### config.mk
export PLATFORM = sky130hd
export DESIGN_NAME = nesc_ctrl
export DESIGN_NICKNAME = d
export VERILOG_FILES = /design/src/core/nesc_pkg.sv /design/src/core/nesc_ctrl.sv
export VERILOG_INCLUDE_DIRS = /design/src /design/src/core
export SDC_FILE = /design/constraint.sdc
export NUM_CORES = 1
export LEC_CHECK = 0
export BUFFER_PORTS_ARGS = -buffer_cell sky130_fd_sc_hd__buf_2
export CAP_MARGIN = 30
export CORE_MARGIN = 2
export CORE_UTILIZATION = 52
export CTS_BUF_LIST = sky130_fd_sc_hd__clkbuf_4 sky130_fd_sc_hd__clkbuf_8
export CTS_CLUSTER_DIAMETER = 50
export DETAILED_ROUTE_END_ITERATION = 12
export PLACE_DENSITY = 0.7
export SKIP_CTS_REPAIR_TIMING = 1
export SLEW_MARGIN = 20
export SYNTH_ARGS = -nofsm -noshare
export SYNTH_HDL_FRONTEND = slang
export SYNTH_SLANG_ARGS = --single-unit
### constraint.sdc
create_clock -name REF_CLK -period 6.61 [get_ports REF_CLK]
set_clock_uncertainty 0.2 [all_clocks]
set_input_delay 0.3305 -clock REF_CLK [delete_from_list [all_inputs] [get_ports REF_CLK]]
set_output_delay 0.3305 -clock REF_CLK [all_outputs]
set_load 0.03 [all_outputs]
### src/core/nesc_consts.svh
`ifndef NESC_CONSTS_SVH
`define NESC_CONSTS_SVH

// Register byte offsets
`define NESC_OFF_CTRL    8'h00
`define NESC_OFF_OP      8'h04
`define NESC_OFF_ADDRLO  8'h08
`define NESC_OFF_ADDRHI  8'h0c
`define NESC_OFF_STATUS  8'h10
`define NESC_OFF_ECC     8'h14
`define NESC_OFF_BAD     8'h18

// Control fields
`define NESC_CTRL_WP_REL 0
`define NESC_CTRL_CE     1
`define NESC_CTRL_RST    2'h0

// Operation word fields
`define NESC_OP_KIND_LSB 0
`define NESC_OP_BYTE_LSB 8
`define NESC_OP_CNT_LSB  16

// Status fields
`define NESC_ST_REFUSED  4

// Bad block table entry fields
`define NESC_BAD_VALID   15
`define NESC_BAD_IDX_LSB 12
`define NESC_BAD_ENTRIES 8

// Command codes
`define NESC_CMD_READ    8'h00
`define NESC_CMD_RDCONF  8'h30
`define NESC_CMD_COPYRD  8'h35
`define NESC_CMD_COLRD   8'h05
`define NESC_CMD_COLRDC  8'he0
`define NESC_CMD_SERIN   8'h80
`define NESC_CMD_COLCHG  8'h85
`define NESC_CMD_PROG    8'h10
`define NESC_CMD_MPROG   8'h11
`define NESC_CMD_ERASE   8'h60
`define NESC_CMD_ERCONF  8'hd0
`define NESC_CMD_STAT    8'h70
`define NESC_CMD_STAT2   8'h71
`define NESC_CMD_ID      8'h90
`define NESC_CMD_RESET   8'hff
`define NESC_CMD_ECC     8'h7a

// ECC report codes
`define NESC_ECC_UNCORR  4'hf
`define NESC_ECC_MAXCNT  4'h8
`define NESC_ECC_SECMAX  4'h7

// Timing: clock period, strobe width and busy wait in ns
`define NESC_CLK_NS      40
`define NESC_STROBE_NS   40
`define NESC_WB_NS       100
`define NESC_STROBE_CYC  ((`NESC_STROBE_NS + `NESC_CLK_NS - 1) / `NESC_CLK_NS)
`define NESC_WB_CYC      ((`NESC_WB_NS + `NESC_CLK_NS - 1) / `NESC_CLK_NS)

`endif

### src/core/nesc_pkg.sv
`default_nettype none
package nesc_pkg;
	typedef enum logic [2:0] {
		OP_NONE, OP_CMD, OP_ADDR, OP_WDATA, OP_RDATA, OP_WAIT
	} nesc_op_e;

	typedef enum {
		ST_IDLE, ST_SETUP, ST_STROBE, ST_HOLD, ST_RDLOW, ST_WAIT
	} nesc_state_e;

	typedef struct packed {
		logic       cle;
		logic       ale;
		logic       ce_n;
		logic       we_n;
		logic       re_n;
		logic       wp_n;
		logic       io_oe;
		logic [7:0] io_o;
	} nesc_pins_s;

	typedef struct packed {
		logic       psel;
		logic       penable;
		logic       pwrite;
		logic [7:0] paddr;
		logic [31:0] pwdata;
	} nesc_apb_s;
endpackage
`default_nettype wire

### src/core/nesc_ctrl.sv
// How it works
// - During power-up initialization only FFh or 70h may be issued.
// - Never issue commands outside the defined command set.
// - While busy, only 70h, 71h and FFh may be issued.
// - After 80h only 85h, 10h, 11h or FFh may follow.
// - Pages of a block are programmed in ascending order only. The code refuses only a page below the last programmed page of the same block.
// - Never erase a block marked bad.
//
// Our own choices: the register offsets and register access over APB.
`include "nesc_consts.svh"
`default_nettype none
module nesc_ctrl (
	input  wire logic            REF_CLK,
	input  wire logic            SYS_RST,
	input  wire logic            PSEL,
	input  wire logic            PENABLE,
	input  wire logic            PWRITE,
	input  wire logic [7:0]      PADDR,
	input  wire logic [31:0]     PWDATA,
	output var  logic [31:0]     PRDATA,
	output var  logic            PREADY,
	output var  logic            PSLVERR,
	output var  logic            CLE,
	output var  logic            ALE,
	output var  logic            CE_N,
	output var  logic            WE_N,
	output var  logic            READ_STROBE_N,
	output var  logic            WP_N,
	output var  logic [7:0]      IO_O,
	output var  logic            IO_OE,
	input  wire logic [7:0]      IO_I,
	input  wire logic            READY_BUSY_N
);
	import nesc_pkg::*;

	localparam int NB = `NESC_BAD_ENTRIES;

	nesc_state_e        state_r, state_nxt;
	nesc_op_e           kind_r, kind_nxt;
	nesc_pins_s         pins_r, pins_nxt;
	logic [31:0]        prdata_r, prdata_nxt;
	logic               pready_r, pready_nxt;
	logic               pslverr_r, pslverr_nxt;
	logic [1:0]         ctrl_r, ctrl_nxt;
	logic [47:0]        addr_r, addr_nxt;
	logic [2:0]         acnt_r, acnt_nxt;
	logic [2:0]         aidx_r, aidx_nxt;
	logic [3:0]         tcnt_r, tcnt_nxt;
	logic [7:0]         rdata_r, rdata_nxt;
	logic [7:0]         last_cmd_r, last_cmd_nxt;
	logic               init_r, init_nxt;
	logic               serial_r, serial_nxt;
	logic               refused_r, refused_nxt;
	logic [7:0]         ecc_byte_r, ecc_byte_nxt;
	logic [3:0]         ecc_max_r, ecc_max_nxt;
	logic               ecc_unc_r, ecc_unc_nxt;
	logic [3:0]         ecc_cnt_r, ecc_cnt_nxt;
	logic [11:0]        last_blk_r, last_blk_nxt;
	logic [5:0]         last_page_r, last_page_nxt;
	logic               prog_seen_r, prog_seen_nxt;
	logic [11:0]        pend_blk_r, pend_blk_nxt;
	logic [5:0]         pend_page_r, pend_page_nxt;
	logic [11:0]        bad_blk_r [NB];
	logic [NB-1:0]      bad_vld_r;
	logic [NB-1:0]      bad_hit;
	logic               bad_we;
	logic [2:0]         bad_idx;

	logic               wr;
	logic               op_go;
	logic               refuse;
	logic               known;
	logic [7:0]         op_byte;
	logic [2:0]         op_cnt;
	nesc_op_e           op_kind;
	logic [17:0]        row;

	// Row starts at the first row byte: page in its low six bits, block above
	assign row     = addr_r[33:16];
	assign op_byte = PWDATA[`NESC_OP_BYTE_LSB +: 8];
	assign op_cnt  = PWDATA[`NESC_OP_CNT_LSB +: 3];
	assign op_kind = nesc_op_e'(PWDATA[`NESC_OP_KIND_LSB +: 3]);
	assign wr      = PSEL && PENABLE && pready_r && PWRITE;
	assign op_go   = wr && (PADDR == `NESC_OFF_OP);
	assign bad_we  = wr && (PADDR == `NESC_OFF_BAD);
	assign bad_idx = PWDATA[`NESC_BAD_IDX_LSB +: 3];

	// Bad block table: one compare per entry against the addressed block
	for (genvar i = 0; i < NB; i++) begin : g_bad
		assign bad_hit[i] = bad_vld_r[i] && (bad_blk_r[i] == row[17:6]);
		always_ff @(posedge REF_CLK) begin
			if (SYS_RST) begin
				bad_vld_r[i] <= 1'b0;
				bad_blk_r[i] <= 12'h000;
			end else if (bad_we && (bad_idx == 3'(i))) begin
				bad_vld_r[i] <= PWDATA[`NESC_BAD_VALID];
				bad_blk_r[i] <= PWDATA[11:0];
			end
		end
	end

	always_comb begin
		unique case (op_byte)
			`NESC_CMD_READ, `NESC_CMD_RDCONF, `NESC_CMD_COPYRD, `NESC_CMD_COLRD,
			`NESC_CMD_COLRDC, `NESC_CMD_SERIN, `NESC_CMD_COLCHG, `NESC_CMD_PROG,
			`NESC_CMD_MPROG, `NESC_CMD_ERASE, `NESC_CMD_ERCONF, `NESC_CMD_STAT,
			`NESC_CMD_STAT2, `NESC_CMD_ID, `NESC_CMD_RESET, `NESC_CMD_ECC: known = 1'b1;
			default: known = 1'b0;
		endcase
	end

	always_comb begin
		refuse = (state_r != ST_IDLE);
		if (op_kind == OP_CMD) begin
			if (!known)
				refuse = 1'b1;
			if (!init_r && op_byte != `NESC_CMD_RESET && op_byte != `NESC_CMD_STAT)
				refuse = 1'b1;
			if (!READY_BUSY_N && op_byte != `NESC_CMD_STAT && op_byte != `NESC_CMD_STAT2
				&& op_byte != `NESC_CMD_RESET)
				refuse = 1'b1;
			if (serial_r && op_byte != `NESC_CMD_COLCHG && op_byte != `NESC_CMD_PROG
				&& op_byte != `NESC_CMD_MPROG && op_byte != `NESC_CMD_RESET)
				refuse = 1'b1;
		end else if (op_kind == OP_ADDR) begin
			if (op_cnt != 3'h3 && op_cnt != 3'h5 && op_cnt != 3'h6)
				refuse = 1'b1;
			if (last_cmd_r == `NESC_CMD_SERIN && prog_seen_r && row[17:6] == last_blk_r
				&& row[5:0] < last_page_r)
				refuse = 1'b1;
			if (last_cmd_r == `NESC_CMD_ERASE && |bad_hit)
				refuse = 1'b1;
		end else if (op_kind == OP_NONE || op_kind > OP_WAIT) begin
			refuse = 1'b1;
		end
	end

	always_comb begin
		state_nxt     = state_r;
		kind_nxt      = kind_r;
		pins_nxt      = pins_r;
		prdata_nxt    = prdata_r;
		pready_nxt    = 1'b0;
		pslverr_nxt   = 1'b0;
		ctrl_nxt      = ctrl_r;
		addr_nxt      = addr_r;
		acnt_nxt      = acnt_r;
		aidx_nxt      = aidx_r;
		tcnt_nxt      = tcnt_r;
		rdata_nxt     = rdata_r;
		last_cmd_nxt  = last_cmd_r;
		init_nxt      = init_r | READY_BUSY_N;
		serial_nxt    = serial_r;
		refused_nxt   = refused_r;
		ecc_byte_nxt  = ecc_byte_r;
		ecc_max_nxt   = ecc_max_r;
		ecc_unc_nxt   = ecc_unc_r;
		ecc_cnt_nxt   = ecc_cnt_r;
		last_blk_nxt  = last_blk_r;
		last_page_nxt = last_page_r;
		prog_seen_nxt = prog_seen_r;
		pend_blk_nxt  = pend_blk_r;
		pend_page_nxt = pend_page_r;

		// Bus: answer one cycle after the setup cycle
		if (PSEL && !PENABLE) begin
			pready_nxt = 1'b1;
			prdata_nxt = 32'h0000_0000;
			unique case (PADDR)
				`NESC_OFF_CTRL:   prdata_nxt = {30'h0, ctrl_r};
				`NESC_OFF_OP:     prdata_nxt = {29'h0, kind_r};
				`NESC_OFF_ADDRLO: prdata_nxt = addr_r[31:0];
				`NESC_OFF_ADDRHI: prdata_nxt = {16'h0, addr_r[47:32]};
				`NESC_OFF_STATUS: prdata_nxt = {16'h0, rdata_r, 3'h0, refused_r, serial_r,
					init_r, READY_BUSY_N, (state_r != ST_IDLE)};
				`NESC_OFF_ECC:    prdata_nxt = {15'h0, ecc_cnt_r, ecc_unc_r, ecc_max_r,
					ecc_byte_r};
				`NESC_OFF_BAD:    prdata_nxt = {24'h0, bad_vld_r};
				default:          pslverr_nxt = 1'b1;
			endcase
		end
		if (wr) begin
			unique case (PADDR)
				`NESC_OFF_CTRL:   ctrl_nxt = PWDATA[1:0];
				`NESC_OFF_ADDRLO: addr_nxt[31:0] = PWDATA;
				`NESC_OFF_ADDRHI: addr_nxt[47:32] = PWDATA[15:0];
				`NESC_OFF_STATUS: if (PWDATA[`NESC_ST_REFUSED]) refused_nxt = 1'b0;
				default: ;
			endcase
		end
		pins_nxt.ce_n = !ctrl_r[`NESC_CTRL_CE];
		pins_nxt.wp_n = ctrl_r[`NESC_CTRL_WP_REL];

		// Launch of one pin operation
		if (op_go && refuse) begin
			refused_nxt = 1'b1;
		end else if (op_go) begin
			kind_nxt = op_kind;
			unique case (op_kind)
				OP_CMD: begin
					pins_nxt.cle  = 1'b1;
					pins_nxt.io_o = op_byte;
					pins_nxt.io_oe = 1'b1;
					state_nxt = ST_SETUP;
					last_cmd_nxt = op_byte;
					if (op_byte == `NESC_CMD_SERIN)
						serial_nxt = 1'b1;
					else if (op_byte != `NESC_CMD_COLCHG)
						serial_nxt = 1'b0;
					if (serial_r && (op_byte == `NESC_CMD_PROG || op_byte == `NESC_CMD_MPROG))
						begin
						last_blk_nxt  = pend_blk_r;
						last_page_nxt = pend_page_r;
						prog_seen_nxt = 1'b1;
					end
					if (op_byte == `NESC_CMD_ECC) begin
						ecc_cnt_nxt = 4'h0;
						ecc_max_nxt = 4'h0;
						ecc_unc_nxt = 1'b0;
					end
				end
				OP_ADDR: begin
					// Three cycles carry the row only; a sixth byte is sent as given
					aidx_nxt = (op_cnt == 3'h3) ? 3'h2 : 3'h0;
					acnt_nxt = op_cnt - 3'h1;
					pins_nxt.ale = 1'b1;
					pins_nxt.io_o = addr_r[{((op_cnt == 3'h3) ? 3'h2 : 3'h0), 3'h0} +: 8];
					pins_nxt.io_oe = 1'b1;
					state_nxt = ST_SETUP;
					if (last_cmd_r == `NESC_CMD_SERIN) begin
						pend_blk_nxt  = row[17:6];
						pend_page_nxt = row[5:0];
					end
				end
				OP_WDATA: begin
					pins_nxt.io_o = op_byte;
					pins_nxt.io_oe = 1'b1;
					state_nxt = ST_SETUP;
				end
				OP_RDATA: begin
					pins_nxt.io_oe = 1'b0;
					pins_nxt.re_n = 1'b0;
					tcnt_nxt = 4'(`NESC_STROBE_CYC - 1);
					state_nxt = ST_RDLOW;
				end
				default: begin
					tcnt_nxt = 4'(`NESC_WB_CYC);
					state_nxt = ST_WAIT;
				end
			endcase
		end

		unique case (state_r)
			ST_IDLE: ;
			ST_SETUP: begin
				pins_nxt.we_n = 1'b0;
				tcnt_nxt = 4'(`NESC_STROBE_CYC - 1);
				state_nxt = ST_STROBE;
			end
			ST_STROBE: begin
				if (tcnt_r == 4'h0) begin
					pins_nxt.we_n = 1'b1;
					state_nxt = ST_HOLD;
				end else begin
					tcnt_nxt = tcnt_r - 4'h1;
				end
			end
			ST_HOLD: begin
				if (kind_r == OP_ADDR && acnt_r != 3'h0) begin
					acnt_nxt = acnt_r - 3'h1;
					aidx_nxt = aidx_r + 3'h1;
					pins_nxt.io_o = addr_r[{aidx_r + 3'h1, 3'h0} +: 8];
					state_nxt = ST_SETUP;
				end else begin
					pins_nxt.cle = 1'b0;
					pins_nxt.ale = 1'b0;
					pins_nxt.io_oe = 1'b0;
					state_nxt = ST_IDLE;
				end
			end
			ST_RDLOW: begin
				if (tcnt_r == 4'h0) begin
					pins_nxt.re_n = 1'b1;
					rdata_nxt = IO_I;
					state_nxt = ST_HOLD;
					if (last_cmd_r == `NESC_CMD_ECC) begin
						ecc_byte_nxt = IO_I;
						ecc_cnt_nxt = ecc_cnt_r + 4'h1;
						if (IO_I[7:4] <= `NESC_ECC_SECMAX) begin
							if (IO_I[3:0] == `NESC_ECC_UNCORR)
								ecc_unc_nxt = 1'b1;
							else if (IO_I[3:0] <= `NESC_ECC_MAXCNT && IO_I[3:0] > ecc_max_r)
								ecc_max_nxt = IO_I[3:0];
						end
					end
				end else begin
					tcnt_nxt = tcnt_r - 4'h1;
				end
			end
			ST_WAIT: begin
				if (tcnt_r != 4'h0)
					tcnt_nxt = tcnt_r - 4'h1;
				else if (READY_BUSY_N)
					state_nxt = ST_IDLE;
			end
		endcase
		// A refusal raised in the same cycle as its clear survives
		if (op_go && refuse)
			refused_nxt = 1'b1;
	end

	always_ff @(posedge REF_CLK) begin
		if (SYS_RST) begin
			state_r     <= ST_IDLE;
			kind_r      <= OP_NONE;
			pins_r      <= '{cle: 1'b0, ale: 1'b0, ce_n: 1'b1, we_n: 1'b1, re_n: 1'b1,
				wp_n: 1'b0, io_oe: 1'b0, io_o: 8'h00};
			prdata_r    <= 32'h0000_0000;
			pready_r    <= 1'b0;
			pslverr_r   <= 1'b0;
			ctrl_r      <= `NESC_CTRL_RST;
			addr_r      <= 48'h0000_0000_0000;
			acnt_r      <= 3'h0;
			aidx_r      <= 3'h0;
			tcnt_r      <= 4'h0;
			rdata_r     <= 8'h00;
			last_cmd_r  <= 8'h00;
			init_r      <= 1'b0;
			serial_r    <= 1'b0;
			refused_r   <= 1'b0;
			ecc_byte_r  <= 8'h00;
			ecc_max_r   <= 4'h0;
			ecc_unc_r   <= 1'b0;
			ecc_cnt_r   <= 4'h0;
			last_blk_r  <= 12'h000;
			last_page_r <= 6'h00;
			prog_seen_r <= 1'b0;
			pend_blk_r  <= 12'h000;
			pend_page_r <= 6'h00;
		end else begin
			state_r     <= state_nxt;
			kind_r      <= kind_nxt;
			pins_r      <= pins_nxt;
			prdata_r    <= prdata_nxt;
			pready_r    <= pready_nxt;
			pslverr_r   <= pslverr_nxt;
			ctrl_r      <= ctrl_nxt;
			addr_r      <= addr_nxt;
			acnt_r      <= acnt_nxt;
			aidx_r      <= aidx_nxt;
			tcnt_r      <= tcnt_nxt;
			rdata_r     <= rdata_nxt;
			last_cmd_r  <= last_cmd_nxt;
			init_r      <= init_nxt;
			serial_r    <= serial_nxt;
			refused_r   <= refused_nxt;
			ecc_byte_r  <= ecc_byte_nxt;
			ecc_max_r   <= ecc_max_nxt;
			ecc_unc_r   <= ecc_unc_nxt;
			ecc_cnt_r   <= ecc_cnt_nxt;
			last_blk_r  <= last_blk_nxt;
			last_page_r <= last_page_nxt;
			prog_seen_r <= prog_seen_nxt;
			pend_blk_r  <= pend_blk_nxt;
			pend_page_r <= pend_page_nxt;
		end
	end

	assign PRDATA        = prdata_r;
	assign PREADY        = pready_r;
	assign PSLVERR       = pslverr_r;
	assign CLE           = pins_r.cle;
	assign ALE           = pins_r.ale;
	assign CE_N          = pins_r.ce_n;
	assign WE_N          = pins_r.we_n;
	assign READ_STROBE_N = pins_r.re_n;
	assign WP_N          = pins_r.wp_n;
	assign IO_O          = pins_r.io_o;
	assign IO_OE         = pins_r.io_oe;
endmodule
`default_nettype wire

[After elaboration in Yosys (flattened, before gate mapping)]
Memory sizes are Yosys's and may differ from the RTL's.
Index checks and enable logic that the tools add are counted.
Word-level totals
  register bits: 225
  bits in writable memories: 96
  input port bits: 54
  output and inout port bits: 49
  word-level logic and storage cells: 331
  memories kept: 1
Memories
  bad_blk_r: depth 8, width 12, read ports 8, clocked after memory_dff 0, write ports 8, RTL line nesc_ctrl.sv:63  | logic [11:0] bad_blk_r [NB];
Operators by class
  add/subtract/negate cells: 5
  order comparisons: 5
  eq/ne operators: 62
  shift operators: 2
  mux-type cells: 125
  bitwise logic cells: 11
  reduce and logical (&&, ||, !) cells: 79
Operators with widths (count)
  $pmux W32 S7: 1
  $mux W32: 5
  $pmux W32 S4: 1
  $eq A12 B12 Y1: 9
  $mux W12: 8
  $mux W4: 21
  $eq A32 B2 Y1 const B: 2
  $eq A32 B3 Y1 const B: 2
  $mux W1: 64
  $eq A8 B8 Y1 const B: 7
  $eq A8 B7 Y1 const B: 6
  $shiftx A48 B6 Y8: 1
  $shiftx A48 B7 Y8: 1
  $logic_and A1 B1 Y1: 41
  $eq A8 B5 Y1 const B: 5
  $eq A32 B1 Y1 const B: 1
  $reduce_bool A32 Y1: 1
  $mux W3: 10
  $mux W9: 3
  $eq A3 B2 Y1 const B: 6
  $eq A8 B3 Y1 const B: 2
  $eq A8 B4 Y1 const B: 2
  $eq A8 B6 Y1 const B: 2
  $logic_not A8 Y1: 2
  other kinds (42): 86

[Longest topological paths before layout]
  word-level depth: 16
  gate-level depth with buffers: 12
  mapped depth without buffers: 10

[Worst setup path before layout]
OpenSTA, ideal clock, no wires.
  kind: input -> register
  from: input port PADDR[7]
  to: memory bad_blk_r[7][0] (netlist: bad_blk_r[1][36]), enable pin
  setup time: 399 ps
  arrival: 2642 ps
  required time: 6011 ps
  slack: 3369 ps
  stages: 6
  buffers on the path: 0
  path through: or4_4 -> nor2_1 -> nand2_1 -> nor2_1 -> nand3_1 -> o21ai_0
RTL lines
  start: declaration: RTL line nesc_ctrl.sv:18  | input wire logic [7:0] PADDR,
  end: declaration: RTL line nesc_ctrl.sv:63

[Final worst setup path]
  from: register state_r[3]
  to: register ecc_max_r[0]
On the way
  cells in the longest elaborated chain, start to end: 14
  elaborated cells between the ends (all ways): 20
  classes of those cells: 1 x eq/ne; 17 x mux; 2 x reduce/logical
Ends and longest elaborated chain
  start: declaration: RTL line nesc_ctrl.sv:38  | nesc_state_e state_r, state_nxt;
  start signal: assignment: RTL line nesc_ctrl.sv:341  | state_r <= state_nxt;
  $reduce_bool A32 Y1: RTL line nesc_ctrl.sv:113  | refuse = (state_r != ST_IDLE);
  $mux W1, on equally long branches: RTL line nesc_ctrl.sv:126, nesc_ctrl.sv:115
  $mux W1, on equally long branches: RTL line nesc_ctrl.sv:128, nesc_ctrl.sv:117
  $mux W1, on equally long branches: RTL line nesc_ctrl.sv:131, nesc_ctrl.sv:119
  $mux W1, on equally long branches: RTL line nesc_ctrl.sv:125, nesc_ctrl.sv:122
  $mux W1: RTL line nesc_ctrl.sv:114  | if (op_kind == OP_CMD) begin
  $logic_and A1 B1 Y1: RTL line nesc_ctrl.sv:195  | if (op_go && refuse) begin
  $mux W4: RTL line nesc_ctrl.sv:195
  $mux W4: RTL line nesc_ctrl.sv:292  | else if (IO_I[3:0] <= `NESC_ECC_MAXCNT && IO_I[3:0] > ecc_max_r)
  $mux W4: RTL line nesc_ctrl.sv:290  | if (IO_I[3:0] == `NESC_ECC_UNCORR)
  $mux W4: RTL line nesc_ctrl.sv:289  | if (IO_I[7:4] <= `NESC_ECC_SECMAX) begin
  $mux W4: RTL line nesc_ctrl.sv:286  | if (last_cmd_r == `NESC_CMD_ECC) begin
  $mux W4: RTL line nesc_ctrl.sv:282  | if (tcnt_r == 4'h0) begin
  $mux W4 *: RTL line nesc_ctrl.sv:253  | unique case (state_r)
  end signal: assignment: RTL line nesc_ctrl.sv:358  | ecc_max_r <= ecc_max_nxt;
  end: declaration: RTL line nesc_ctrl.sv:55  | logic [3:0] ecc_max_r, ecc_max_nxt;
Mark *: on every way between the ends. The rest lies on a longest branch, timed or not.
A chain may end at the register's enable or synchronous reset.

==> results by group <==
Status
  – Status: complete, but fails checks
  – Violated checks: negative hold slack

Setup path
  – Max FO, Critical Path: 15
  – Cell depth of the worst setup path: 9
  – WP buf/inv: 1
  – Reg2Reg Depth: 9
  – Critical Path, Cell by Cell: nor4_1, nand4_1, nor2_1, and3_1, nand2_1, nor3_1, nand2_1, dlygate4sd3_1, a21oi_1
  – CP required: just under 7 ns
  – CP peak stage delay: approximately 0.76 ns
  – FF-to-FF End: ecc_max_r[0]$_SDFF_PP0_
  – CP arrival: between 4 and 5 ns
  – Worst setup path endpoint: ecc_max_r[0]$_SDFF_PP0_
  – Critical Path Source: state_r[3]$_SDFF_PP0_
  – CP Capture Type: flip-flop
  – Setup crit start kind: flip-flop
  – Slowest CP cell: and3_1
  – Flop-to-flop setup slack: 2.35 ns
  – Kind of cell adding the most delay to the critical path: simple AND/OR/NAND/NOR gates
  – Worst reg2reg startpoint: state_r[3]$_SDFF_PP0_
  – Most frequent CP cell: nand2_1
  – Setup Crit Path Kind: reg -> reg

STA
  – Rel. slew slack: between 20% and 30%
  – Hold_ws: -0.0123 ns
  – Hold Vio Cnt, Final: 1
  – Final period utilization: around 64%
  – Transition time of the tightest slew-check pin: between 1 and 1.5 ns
  – Sum of negative setup slack: 0 ns
  – RSZ-0062 raised after global routing: no
  – # setup viols final: 0
  – Minimum clock period: roughly 4.3 ns
  – Max-slew violation count: 0
  – Fmax: about 0.23 GHz

Yosys
  – EDFF count, synth: 96
  – Synth warnings: 0
  – Ys async rst share: 0%
  – Largest family of logic cells by synthesized area: simple AND/OR/NAND/NOR gates
  – Simple-Gate Fraction of Synth Area: between 20% and 30%
  – Post-Synth XOR/XNOR Area: approximately 6.4%
  – Syn Area/Cell: about 9.3 sq um
  – Share of the synthesized area in the top cell type: 29.8%
  – Main flop type after synthesis: dfxtp_1
  – Post-synthesis compound-gate area fraction: between 10% and 20%
  – Yosys cell types: 69
  – Sequential area share after synthesis: 48.8%
  – Mux cell area share after synthesis: ~5.3%
  – Syn nets: 1,696
  – Largest cells by area after synthesis: dfxtp_1 30%, edfxtp_1 19%, xnor2_1 5.8%, nand2_1 5.1%, and2_1 5.0%
  – Flops & latches, synth: roughly 320
  – Post-synthesis cell count: 1,624
  – Synth area leader: dfxtp_1
  – Synthesized cell area: roughly 15,000 sq um
  – Adder-cell share of the synthesized area: ~1.5%

Global routing
  – First-pass GRT wire length: 66,600 um
  – Largest net degree at the start of global routing: 73
  – GR met2 Demand/Resource: 41.6%
  – Grt peak-use layer: met2
  – M3 GR Usage: 6.61%
  – Routing usage on met1: about two fifths
  – Initial antenna violation count: 0
  – GRT Overall Usage: between 20 and 30%
  – Total gr overflow: 0
  – Vias in the first global route: 11.7k

Clock network
  – Clock slew at reported path FFs: around 0.060 ns
  – Root Driver: clkbuf_8
  – Total CTS buffers: 52
  – Worst-skew pair later-pin latency: approximately 0.6 ns
  – CTS tree: built
  – H-Tree Level Count: 2
  – Clk sinks: between 300 and 400
  – CTS max path bufs: 3

Floorplan
  – Die area: between 30,000 and 40,000 sq um
  – Die H: about 170 um
  – Area of the core: 28,700 sq um
  – Initial Utilization: a little over half
  – Rows: 62
  – Chip width: about 170 um
  – I/O Pins: approximately 100

Layout
  – Layout cells sized above 1: between 10% and 20%
  – Layout Nets: about 1.8k
  – Area grow syn2layout: 14.7%
  – Number of diodes: 0
  – Most frequent cells in the layout: 225 x dfxtp_1, 207 x nand2_1, 141 x a21oi_1, 120 x and2_1, 105 x nor2_1
  – Commonest non-fill, non-tap cell in the layout: dfxtp_1
  – Final instance area: between 15,000 and 20,000 sq um

Place
  – Port buffer count: approximately 100
  – RD Place Congestion: between 0.9 and 1
  – Placed wire-length estimate: ~29,000 um
  – Cell area after placement: around 16,000 sq um

Power
  – PD cells: around 230 nW/um^2
  – VDD IR max: roughly 0.19 mV
  – Standby leakage power: roughly 0.0062 uW

Route
  – DRC Markers: 0
  – Starting DRT DRC Count: between 1k and 1.5k
  – DR WL/cell: a little over 20 um
  – DR pass1 iterations: 6
  – Number of routed nets with antenna violations: 0
  – Vias per cell: 5.92
  – Vias: between 10k and 15k
  – DRT Wirelength: approximately 44,000 um

Job
  – Max cap viols: 0

Hold path
  – Hold/Removal Path Class: in -> reg
==> worst min path at each step <==
stage,from,endpoint,slack (ns),cells after the start
floorplan,ctrl_r[1]$_SDFFE_PP0P_,CE_N$_SDFF_PP1_,0.17,1
global placement,ctrl_r[1]$_SDFFE_PP0P_,CE_N$_SDFF_PP1_,0.20,1
detailed placement,ctrl_r[1]$_SDFFE_PP0P_,CE_N$_SDFF_PP1_,0.20,1
CTS,PWDATA[20],addr_r[20]$_SDFFE_PP0P_,-0.24,3
global route,PADDR[0],ctrl_r[1]$_SDFFE_PP0P_,-0.006,5
finish,PADDR[0],ctrl_r[1]$_SDFFE_PP0P_,-0.01,5
==> worst reg2reg max path, delay by kind of cell (launching register included) <==
family	cells	cell delay (ns)
flip-flops	1	0.31
buffers and inverters	1	0.57
AO/OA/AOI/OAI	1	0.14
AND/OR/NAND/NOR	7	3.00
==> cell families after synthesis <==
family / after synthesis
AND/OR/NAND/NOR: 643
adder cells (fa/ha/maj): 18
AO/OA/AOI/OAI: 310
multiplexers: 70
flip-flops: 321
XOR/XNOR: 110
buffers and inverters: 152
==> per-stage QoR <==
stage	util [%]	total power, uW	setup WS [ns]	instances	hold slack [ns]
after global placement	55.0	2260	2.60	2007	0.200
after CTS	58.8	3980	2.58	2100	-0.241
final	60.5	3990	2.35	2149	-0.0123
after detailed placement	55.1	2270	2.52	2012	0.201
after global routing	60.5	4100	2.10	2149	-0.00608
after floorplan	-	2190	3.37	1624	0.171
==> synth_stat cells, types with 30 or more instances <==
library cell / instances
nand4_1: 45
nand2_1: 207
nor2_1: 105
o21ai_0: 44
xnor2_1: 100
a22oi_1: 34
mux2i_1: 61
a21oi_1: 141
and2_1: 120
dfxtp_1: 225
nor3_1: 34
nand3_1: 30
edfxtp_1: 96
nor4_1: 37
clkbuf_1: 91
==> registers in the layout (all words and copies together), names as in the netlist, 3 cells and up <==
signal	cells
aidx_r	3
ecc_max_r	4
state_r	32
rdata_r	8
bad_vld_r	8
kind_r	3
PRDATA	32
addr_r	48
last_blk_r	12
pend_page_r	6
ecc_byte_r	8
pend_blk_r	12
last_page_r	6
IO_O	8
bad_blk_r	96
acnt_r	3
tcnt_r	4
ecc_cnt_r	4
last_cmd_r	8
==> routing by layer <==
layer  vias to the layer above  part of all wire (%)
met5                         -                     0
met4                         0                   3.4
met3                       105                   9.9
met2                       587                    44
met1                      6100                    43
li1                       5928                     -
==> power by group <==
part	switching (uW)	total (uW)	internal (uW)	leakage [uW]
clock	778	1740	965	0.000552
combinational	133	197	64.0	0.00279
sequential	8.95	2050	2040	0.00284
total	921	3990	3070	0.00619
==> layout make-up <==
| type | count | area, sq um |
|---|---|---|
| Fill cell | 2446 | 11400 |
| Multi-Input combinational cell | 1151 | 7150 |
| Clock inverter | 9 | 71.3 |
| Inverter | 29 | 109 |
| Sequential cell | 321 | 7390 |
| Tap cell | 384 | 480 |
| Timing Repair Buffer | 176 | 1190 |
| Clock buffer | 79 | 968 |
No activity file was read; power rests on OpenSTA's default activity.
